--- src/logic/mul_defs.svh ---
// constants of the pipelined signed multiplier
`ifndef MUL_DEFS_SVH
`define MUL_DEFS_SVH
`define MUL_OPW 18
`define MUL_PRW 36
`define MUL_AW 12
`define MUL_DW 32
`define MUL_WFW 5
`define MUL_MASK_ALL 18'h3_ffff
`define MUL_OP_MIN 18'h2_0000
`define MUL_PR_MIN2 36'h4_0000_0000
`define MUL_PR_2P35 36'h8_0000_0000
`define MUL_CTRL_OFS 12'h000
`define MUL_OPA_OFS 12'h004
`define MUL_OPB_OFS 12'h008
`define MUL_PLO_OFS 12'h00c
`define MUL_PHI_OFS 12'h010
`define MUL_CTRL_RST 32'h0000_0000
`define MUL_CTRL_WMASK 32'h001f_1f7f
`define MUL_F_CLK_POL 0
`define MUL_F_CEA_POL 1
`define MUL_F_CEB_POL 2
`define MUL_F_CEP_POL 3
`define MUL_F_RSA_POL 4
`define MUL_F_RSB_POL 5
`define MUL_F_RSP_POL 6
`define MUL_F_AW_LO 8
`define MUL_F_AW_HI 12
`define MUL_F_BW_LO 16
`define MUL_F_BW_HI 20
`define MUL_PHI_LO 32
`endif

--- src/logic/mul_pkg.sv ---
// types and shared decode functions of the pipelined signed multiplier
`include "mul_defs.svh"
package mul_pkg;
    typedef logic [`MUL_OPW-1:0] mul_opnd_t;
    typedef logic [`MUL_PRW-1:0] mul_prod_t;
    typedef logic [`MUL_DW-1:0] mul_word_t;

    // configured polarity: 0 keeps the pin active high, 1 inverts it
    function automatic logic mul_level(input logic raw, input logic pol);
        return raw ^ pol;
    endfunction

    // keeps the low w operand bits; 0 or anything from 18 up keeps all
    function automatic mul_opnd_t mul_wmask(input logic [`MUL_WFW-1:0] w);
        logic [`MUL_WFW-1:0] sh;
        sh = 5'(`MUL_OPW) - w;
        if (w == '0 || w >= 5'(`MUL_OPW)) begin
            return `MUL_MASK_ALL;
        end
        return `MUL_MASK_ALL >> sh;
    endfunction
endpackage

--- src/logic/mul_pipe_stage.sv ---
// one optional pipeline register with its own enable and synchronous reset
`timescale 1ns/1ps
module mul_pipe_stage
    import mul_pkg::*;
#(
    parameter int W = 18,
    parameter bit INSERT = 1'b1
) (
    input wire logic pclk,
    input wire logic presetn,
    input wire logic tick,
    input wire logic ce_raw,
    input wire logic ce_pol,
    input wire logic rst_raw,
    input wire logic rst_pol,
    input wire logic [W-1:0] d,
    output logic [W-1:0] q
);
    generate
        if (INSERT) begin : g_reg
            logic [W-1:0] stage_q;
            logic [W-1:0] stage_d;
            // reset wins over the enable; nothing moves without an active edge
            always_comb begin
                stage_d = stage_q;
                if (tick) begin
                    if (mul_level(rst_raw, rst_pol)) begin
                        stage_d = '0;
                    end else if (mul_level(ce_raw, ce_pol)) begin
                        stage_d = d;
                    end
                end
            end
            always_ff @(posedge pclk or negedge presetn) begin
                if (!presetn) begin
                    stage_q <= '0;
                end else begin
                    stage_q <= stage_d;
                end
            end
            assign q = stage_q;
        end else begin : g_wire
            assign q = d;
        end
    endgenerate
endmodule // mul_pipe_stage

--- src/logic/mul_pipe_mult.sv ---
// 18x18 signed multiplier with optional stages and an apb control slave
//
// The register offsets and register access over APB were chosen for this implementation.
`timescale 1ns/1ps
`include "mul_defs.svh"
module mul_pipe_mult
    import mul_pkg::*;
#(
    parameter bit A_INSERT = 1'b1,
    parameter bit B_INSERT = 1'b1,
    parameter bit P_INSERT = 1'b1
) (
    input wire logic pclk,
    input wire logic presetn,
    input wire logic psel,
    input wire logic penable,
    input wire logic pwrite,
    input wire logic [`MUL_AW-1:0] paddr,
    input wire logic [`MUL_DW-1:0] pwdata,
    input wire logic [3:0] pstrb,
    output logic [`MUL_DW-1:0] prdata,
    output logic pready,
    output logic pslverr,
    input wire logic stage_clk,
    input wire logic [`MUL_OPW-1:0] opnd_a,
    input wire logic [`MUL_OPW-1:0] opnd_b,
    input wire logic ce_a,
    input wire logic ce_b,
    input wire logic ce_p,
    input wire logic rst_a,
    input wire logic rst_b,
    input wire logic rst_p,
    output logic [`MUL_PRW-1:0] product
);
    // ---------------- apb slave ----------------
    mul_word_t ctrl_q;
    mul_word_t ctrl_d;
    mul_word_t prdata_q;
    mul_word_t prdata_d;
    logic pready_q;
    logic pready_d;
    logic pslverr_q;
    logic pslverr_d;
    logic setup;
    logic commit;
    logic mapped;
    mul_word_t rd_mux;
    mul_word_t strb_mask;

    mul_opnd_t a_op;
    mul_opnd_t b_op;
    mul_prod_t p_out;
    mul_prod_t prod_q;
    mul_prod_t prod_d;

    function automatic logic mul_hit(input logic [`MUL_AW-1:0] a);
        return a == `MUL_CTRL_OFS || a == `MUL_OPA_OFS || a == `MUL_OPB_OFS
            || a == `MUL_PLO_OFS || a == `MUL_PHI_OFS;
    endfunction

    assign setup = psel && !penable;
    assign mapped = mul_hit(paddr);
    // the write lands on the edge where the master sees pready high
    assign commit = psel && penable && pready_q && pwrite && paddr == `MUL_CTRL_OFS;

    genvar gi;
    generate
        for (gi = 0; gi < 4; gi++) begin : g_lane
            assign strb_mask[gi*8 +: 8] = {8{pstrb[gi]}};
        end
    endgenerate

    always_comb begin
        rd_mux = '0;
        case (paddr)
            `MUL_CTRL_OFS: rd_mux = ctrl_q;
            `MUL_OPA_OFS: rd_mux = {{(`MUL_DW-`MUL_OPW){1'b0}}, a_op};
            `MUL_OPB_OFS: rd_mux = {{(`MUL_DW-`MUL_OPW){1'b0}}, b_op};
            `MUL_PLO_OFS: rd_mux = prod_q[`MUL_DW-1:0];
            `MUL_PHI_OFS: rd_mux = {{(2*`MUL_DW-`MUL_PRW){1'b0}},
                prod_q[`MUL_PRW-1:`MUL_PHI_LO]};
            default: rd_mux = '0;
        endcase
    end

    always_comb begin
        ctrl_d = ctrl_q;
        if (commit) begin
            ctrl_d = (ctrl_q & ~(strb_mask & `MUL_CTRL_WMASK))
                | (pwdata & strb_mask & `MUL_CTRL_WMASK);
        end
        pready_d = setup;
        pslverr_d = setup && !mapped;
        prdata_d = '0;
        if (setup && !pwrite) begin
            prdata_d = rd_mux;
        end
    end

    always_ff @(posedge pclk or negedge presetn) begin
        if (!presetn) begin
            ctrl_q <= `MUL_CTRL_RST;
            prdata_q <= '0;
            pready_q <= 1'b0;
            pslverr_q <= 1'b0;
        end else begin
            ctrl_q <= ctrl_d;
            prdata_q <= prdata_d;
            pready_q <= pready_d;
            pslverr_q <= pslverr_d;
        end
    end

    assign prdata = prdata_q;
    assign pready = pready_q;
    assign pslverr = pslverr_q;

    // ---------------- stage clock edge ----------------
    logic clk_lvl;
    logic clk_prev_q;
    logic clk_prev_d;
    logic tick;

    // the stage clock pin is sampled; its active edge becomes a one-cycle tick
    assign clk_lvl = mul_level(stage_clk, ctrl_q[`MUL_F_CLK_POL]);
    assign tick = clk_lvl && !clk_prev_q;

    always_comb begin
        clk_prev_d = clk_lvl;
    end

    always_ff @(posedge pclk or negedge presetn) begin
        if (!presetn) begin
            clk_prev_q <= 1'b0;
        end else begin
            clk_prev_q <= clk_prev_d;
        end
    end

    // ---------------- operand path ----------------
    mul_opnd_t a_msk;
    mul_opnd_t b_msk;
    logic signed [`MUL_PRW-1:0] core;

    // bits above the configured width are forced to zero
    assign a_msk = opnd_a & mul_wmask(ctrl_q[`MUL_F_AW_HI:`MUL_F_AW_LO]);
    assign b_msk = opnd_b & mul_wmask(ctrl_q[`MUL_F_BW_HI:`MUL_F_BW_LO]);

    mul_pipe_stage #(
        .W(`MUL_OPW),
        .INSERT(A_INSERT)
    ) u_first_operand_stage (
        .pclk(pclk),
        .presetn(presetn),
        .tick(tick),
        .ce_raw(ce_a),
        .ce_pol(ctrl_q[`MUL_F_CEA_POL]),
        .rst_raw(rst_a),
        .rst_pol(ctrl_q[`MUL_F_RSA_POL]),
        .d(a_msk),
        .q(a_op)
    );

    mul_pipe_stage #(
        .W(`MUL_OPW),
        .INSERT(B_INSERT)
    ) u_second_operand_stage (
        .pclk(pclk),
        .presetn(presetn),
        .tick(tick),
        .ce_raw(ce_b),
        .ce_pol(ctrl_q[`MUL_F_CEB_POL]),
        .rst_raw(rst_b),
        .rst_pol(ctrl_q[`MUL_F_RSB_POL]),
        .d(b_msk),
        .q(b_op)
    );

    // full-precision signed product, no bit dropped
    assign core = $signed(a_op) * $signed(b_op);

    mul_pipe_stage #(
        .W(`MUL_PRW),
        .INSERT(P_INSERT)
    ) u_product_output_stage (
        .pclk(pclk),
        .presetn(presetn),
        .tick(tick),
        .ce_raw(ce_p),
        .ce_pol(ctrl_q[`MUL_F_CEP_POL]),
        .rst_raw(rst_p),
        .rst_pol(ctrl_q[`MUL_F_RSP_POL]),
        .d(core),
        .q(p_out)
    );

    // output flop retimes the product onto pclk; one pclk of extra delay
    always_comb begin
        prod_d = p_out;
    end

    always_ff @(posedge pclk or negedge presetn) begin
        if (!presetn) begin
            prod_q <= '0;
        end else begin
            prod_q <= prod_d;
        end
    end

    assign product = prod_q;

    logic cea_on;
    logic rsa_on;
    logic cep_on;
    logic rsp_on;
    assign cea_on = mul_level(ce_a, ctrl_q[`MUL_F_CEA_POL]);
    assign rsa_on = mul_level(rst_a, ctrl_q[`MUL_F_RSA_POL]);
    assign cep_on = mul_level(ce_p, ctrl_q[`MUL_F_CEP_POL]);
    assign rsp_on = mul_level(rst_p, ctrl_q[`MUL_F_RSP_POL]);

    generate
        if (P_INSERT) begin : g_chk_p

        end else begin : g_chk_pc

        end
        if (A_INSERT) begin : g_chk_a

        end else begin : g_chk_ab

        end
    endgenerate
endmodule // mul_pipe_mult

--- config.mk ---
export PLATFORM = sky130hd
export DESIGN_NAME = mul_pipe_mult
export DESIGN_NICKNAME = d
export VERILOG_FILES = /design/src/logic/mul_pkg.sv /design/src/logic/mul_pipe_stage.sv /design/src/logic/mul_pipe_mult.sv
export VERILOG_INCLUDE_DIRS = /design/src /design/src/logic
export SDC_FILE = /design/constraint.sdc
export NUM_CORES = 1
export LEC_CHECK = 0
export ABC_AREA = 1
export CORE_MARGIN = 4
export CORE_UTILIZATION = 60
export CTS_CLUSTER_SIZE = 30
export DETAILED_ROUTE_END_ITERATION = 12
export DONT_BUFFER_PORTS = 1
export GPL_TIMING_DRIVEN = 0
export PLACE_DENSITY_LB_ADDON = 0.08
export SYNTH_ARGS = -nofsm -noshare
export SYNTH_HDL_FRONTEND = slang
export SYNTH_SLANG_ARGS = --single-unit
--- constraint.sdc ---
create_clock -name pclk -period 5.8 [get_ports pclk]
set_input_delay 0.29 -clock pclk [delete_from_list [all_inputs] [get_ports pclk]]
set_output_delay 0.29 -clock pclk [all_outputs]
set_load 0.01 [all_outputs]
**Yosys cells after proc, flatten, opt, wreduce, memory -nomap -nowiden**

Cells that the tools add are included.

- Word-level logic and storage cells: 74
- Latch bits: 0
- Flip-flop bits (word level): 175
- Memories: 0
- Bits in read-only memories: 0
- Memory bits (writable): 0
- Output and inout bits: 70
- Bits of input ports: 96

- Bitwise logic cells: 13
- $mul: 1
- $add $sub $neg: 2
- Shift operators: 2
- Reductions and logical operators: 27
- Divide/modulo/power cells: 0
- Mux-type cells: 14
- $lt $le $gt $ge: 2
- Eq/ne operators: 4

Operators by type and width:

| cell | count |
|---|---|
| $pmux 32 s5 | 1 |
| $mux 18 | 8 |
| $mux 36 | 2 |
| $and 18x18->18 | 2 |
| $mul 18x18->36 | 1 |
| $shr 18x5->18 const A | 2 |
| $and 32x32->32 | 1 |
| $mux 32 | 1 |
| $not 21->32 | 1 |
| $or 32x21->32 | 1 |
| $eq 12x4->1 const B | 2 |
| $and 21x21->21 | 1 |
| $eq 12x3->1 const B | 1 |
| $eq 12x5->1 const B | 1 |
| $logic_not 12->1 | 1 |
| $ge 5x5->1 const B | 2 |
| $logic_not 5->1 | 2 |
| $sub 5x5->5 const A | 2 |
| $logic_and 1x1->1 | 8 |
| $xor 1x1->1 | 7 |
| $logic_or 1x1->1 | 6 |
| $reduce_and 2->1 | 3 |
| $reduce_bool 2->1 | 3 |
| $logic_not 1->1 | 4 |
| $mux 1 | 2 |

**Longest topological paths before layout**

- Depth in word-level cells: 7
- Depth in mapped cells: 30
- Mapped depth without buffers: 28

**Hierarchy**

Synthesis repeated with hierarchy kept, for this count alone.

- Cells, all modules: 2688
- Area, all modules: 20962.6 sq um

By module, submodules not included:

| module | instances | sequential area each (sq um) | area an instance (sq um) | cells each |
|---|---|---|---|---|
| mul_pipe_mult | 1 | 2202.1 | 17615.6 | 2332 |
| mul_pipe_stage (u_first_operand_stage ...) | 2 | 450.4 | 850.8 | 92 |
| mul_pipe_stage (u_product_output_stage) | 1 | 900.9 | 1645.3 | 172 |

**Worst setup path before layout**

OpenSTA, ideal clock, no wires.

- Kind: reg-to-reg
- Start point: register u_second_operand_stage.g_reg.stage_q[4], in the netlist u_second_operand_stage.q[4]
- End point: register u_product_output_stage.g_reg.stage_q[34], in the netlist u_product_output_stage.q[34]
- Data required time: 5683 ps
- Setup time: 117 ps
- Clock period less this slack: 5721 ps
- Path buffers: 2
- Data arrival time: 5603 ps
- Cell stages (with the launch flop): 23
- Slack: 79 ps
- Path through: dfrtp_1 > clkbuf_1 > clkbuf_1 > nand2_1 > fa_1 > inv_1 > fa_1 > fa_1 > fa_1 > fa_1 > inv_1 > fa_1 > inv_1 > ha_1 > nand2_1 > nor2_1 > nand2_1 > nor4_1 > nand2_1 > nand2_1 > nand2_1 > nand3_1 > nand2_1

- Cells in the longest elaborated chain, start to end: 3

RTL lines:

| element | RTL line | RTL |
|---|---|---|
| from (decl) | mul_pipe_stage.sv:21 | `logic [W-1:0] stage_q;` |
| from (signal assigned) | mul_pipe_stage.sv:38 | `stage_q <= stage_d;` |
| $mul 18x18->36 | mul_pipe_mult.sv:180 | `assign core = $signed(a_op) * $signed(b_op);` |
| $mux 36 | mul_pipe_stage.sv:29 | `end else if (mul_level(ce_raw, ce_pol)) begin` |
| $mux 36 | mul_pipe_stage.sv:27 | `if (mul_level(rst_raw, rst_pol)) begin` |
| to (signal assigned) | mul_pipe_stage.sv:38 |  |
| to (decl) | mul_pipe_stage.sv:21 |  |

No other way between the ends. The select of a mux whose other input is x is not followed.
A chain may end at the register's enable or synchronous reset.

**Final worst setup path**

- Start point: register u_first_operand_stage.g_reg.stage_q[0], in the netlist u_first_operand_stage.q[0]
- End point: register u_product_output_stage.g_reg.stage_q[28], in the netlist u_product_output_stage.q[28]

- Cells in the longest elaborated chain, start to end: 3

RTL lines:

| element | RTL line |
|---|---|
| from (decl) | mul_pipe_stage.sv:21 |
| from (signal assigned) | mul_pipe_stage.sv:38 |
| $mul 18x18->36 | mul_pipe_mult.sv:180 |
| $mux 36 | mul_pipe_stage.sv:29 |
| $mux 36 | mul_pipe_stage.sv:27 |

No other way between the ends. The select of a mux whose other input is x is not followed.

==> run summary <==
Cell leakage power -> 12.7 nW
Rel. slew slack -> 46.4%
Asr flop ratio synth -> 100%
Worst vdd ir -> 696 uV
Hold Path Class -> in -> reg
R2r startpoint -> u_first_operand_stage.q[0]
Core Region -> 0.0320 mm2
FF-to-FF End -> u_product_output_stage.q[28]
Total power -> 11.1 mW
R2R setup slack -> 0.12 ns
Drt first pass iters -> 5
Clock power frac -> 10.3%
Yosys top cell area share -> 33.5%
WP data required -> 6.12 ns
Clock Latency Late Sink -> 0.43 ns
Commonest cells after routing, fill and taps aside -> inv_1 (676), nand2_1 (675), fa_1 (318), dfrtp_1 (128), nor2_1 (118)
CP most frequent cell -> fa_1
Hpwl dp -> 47200 um
Post-synth EDFFs -> 0
Wire per inst -> 20.5 um
Crit-path cells -> inv_1, nand2_1, fa_1, fa_1, inv_1, fa_1, fa_1, fa_1, inv_1, fa_2, inv_2, ha_4, nand2_1, nor2_2, inv_1, nor3_2, nand3_1, nand3_1, nand2_1, nand3_1, nand2_1
Setup CP Type -> reg -> reg
Fin crit share -> 98.0%
Final-report hold violation count -> 0
Drt initial violations -> 1504
Crit. End Element -> register
Pint -> 5.07 mW
Switching share of power -> 54.2%
Final setup margin -> 0.117 ns
Antenna Violating Nets Remaining -> 0
Global-route wire length before repair -> 95100 um
Max-Cap Viols -> 0
Pwr Density -> 498 mW/mm2
Buf+Inv Stages, Crit Path -> 5
CTS tree -> yes
Ys flop type -> dfrtp_1
Via count -> 16400
Via count of the first global-routing pass -> 16500
Logic pwr share -> 75.2%
GP Congestion -> 1.03
Clk sink count -> 160
Vias per cell -> 5.44
GRT Resource Usage Total -> 35.2%
Die X-Extent -> 189 um
Clock slew at reported path FFs -> 0.07 ns
WP depth -> 21
Reg2Reg Depth -> 21
Crit path max-delay family -> adder cells
Diodes inserted -> 0
YS warnings -> 0
Clock Tree Buf Depth -> 2
Largest stage delay, worst path -> 0.64 ns
Seq/Total Area, Yosys -> 20.4%
Root Buffer -> clkbuf_16
Critical path data arrival time -> 6.01 ns
FF+latch count, synth -> 160
Yosys top cell by area -> fa_1
Post-synth cell types -> 38
Area delta synth->final -> 13.0%
Initial Util -> 61.4%
Die Area -> 0.0357 mm2
Final setup fails -> 0
Final nets -> 3105
I/O Pins -> 166
Max Slew Vio Count -> 0
Synthesized instance count -> 2501
CP max stage cell -> fa_2
Net load switching power -> 5.99 mW
Max Fclk -> 0.176 GHz
Status -> finished clean
Htree depth -> 4
CTS Buf Count -> 17
Overflow after GRT -> 0
Drt drc -> 0
Rows -> 65
Post-synth net total -> 3029
DP Worst Slack -> -1.19 ns
Synthesized area per cell -> 7.85 um2
Fraction of layout cells with a size suffix above 1 -> 11.2%
Seq pwr share -> 14.5%
Worst Path Max Fanout -> 8
Detailed Route WL -> 62000 um
Die height -> 189 um
Startpoint types -> register
Commonest non-fill, non-tap cell in the layout -> inv_1
Crit path time final -> 5.68 ns
Largest net degree at the start of global routing -> 161
Setup TNS -> 0 ns
Skew final -> 0.0122 ns
CP Launch Point -> u_first_operand_stage.q[0]
Unrepaired setup endpoints after global routing -> true
Worst Setup EP -> u_product_output_stage.q[28]
Port bufs -> 0
Post-synthesis cell area -> 0.0196 mm2
Initial antenna violation count -> 0
Measured slew at the worst slew-check pin -> 0.804 ns
Top post-synthesis cells by area -> fa_1 (34%), dfrtp_1 (20%), nand2_1 (13%)
==> power groups by stage <==
stage / combinational, mW / sequential, mW / clock, mW
5_1_grt: 9.16 / 1.61 / 1.20
6_report: 8.32 / 1.60 / 1.14
2_1_floorplan: 4.61 / 1.46 / 0
3_3_place_gp: 6.69 / 1.53 / 0
3_5_place_dp: 6.77 / 1.54 / 0
4_1_cts: 7.12 / 1.60 / 1.14
==> layer usage <==
layer,global-route usage [%],part of all wire (%),wire length [um],up-vias
met5,0,0,0,-
met4,14.7,5.8,3620,0
met3,11.2,11,6890,206
met2,54.9,46,28400,830
met1,45.8,37,23100,8055
li1,-,-,-,7355
==> cells in the mapped netlist, types with 2 or more instances <==
cell / n
xnor2_1: 4
buf_1: 8
inv_1: 685
a22o_1: 6
a21o_1: 2
clkinv_1: 2
nand2_2: 4
o21ai_0: 77
buf_2: 7
o211ai_1: 9
nand3_1: 67
nand3b_1: 4
and2_1: 5
fa_1: 329
nand2_1: 702
nor2_2: 4
ha_1: 103
o21bai_1: 5
clkbuf_1: 74
a21oi_1: 50
o22ai_1: 19
o21ai_1: 2
xor2_1: 7
nor2_1: 130
dfrtp_1: 160
a211oi_1: 2
nor3_1: 13
nand4_1: 11
==> cells by family after synthesis <==
kind of cell / share of synthesized area [%]
compound gates: 5.01
xor+xnor: 0.491
fa+ha+maj: 40.1
buf+inv: 14.9
flops: 20.4
simple gates: 19.1
==> repair_timing <==
action | in CTS | in global routing
buffers inserted | 43 | 27
pin swaps | 2 | 32
resized for setup | 140 | 143
endpoints found under the setup margin | 25 | 21
endpoints found under the hold margin | 176 | 0
hold buffers | 19 | 0
==> worst reg2reg max path: cells and delay by family, from the launching register on <==
| kind | cells | cell delay [ns] |
|---|---|---|
| fa+ha+maj | 7 | 3.43 |
| buf+inv | 5 | 0.52 |
| flops | 1 | 0.49 |
| simple gates | 9 | 1.15 |
==> final cells by class <==
type / count / area, um2
Buffer: 58 / 470
Clock buffer: 17 / 425
Clock inverter: 14 / 160
Fill cell: 2593 / 9770
Inverter: 688 / 2590
Multi-Input combinational cell: 1563 / 13100
Sequential cell: 160 / 4060
Tap cell: 435 / 544
Timing Repair Buffer: 89 / 796
==> through the flow <==
stage / utilization [%] / area [um2] / std cells / hold slack, ns
6_report: 69.4 / 22200 / 3024 / 0.00309
5_1_grt: 69.4 / 22200 / 3024 / 0.000317
4_1_cts: 67.2 / 21500 / 2998 / 0.000621
3_5_place_dp: 63.2 / 20200 / 2936 / -0.00218
3_3_place_gp: 63.2 / 20200 / 2936 / -0.00254
2_1_floorplan: - / 19600 / 2501 / -0.00559
==> worst min path at each step <==
stage / from / endpoint / cells past startpoint
floorplan: presetn / async pin / 0
global placement: presetn / u_product_output_stage.q[30] / 0
detailed placement: presetn / product[28] / 0
CTS: pwdata[16] / register / 2
global route: opnd_a[7] / u_first_operand_stage.q[7] / 2
finish: pwdata[16] / register / 2
No activity file was read; power rests on OpenSTA's default activity.
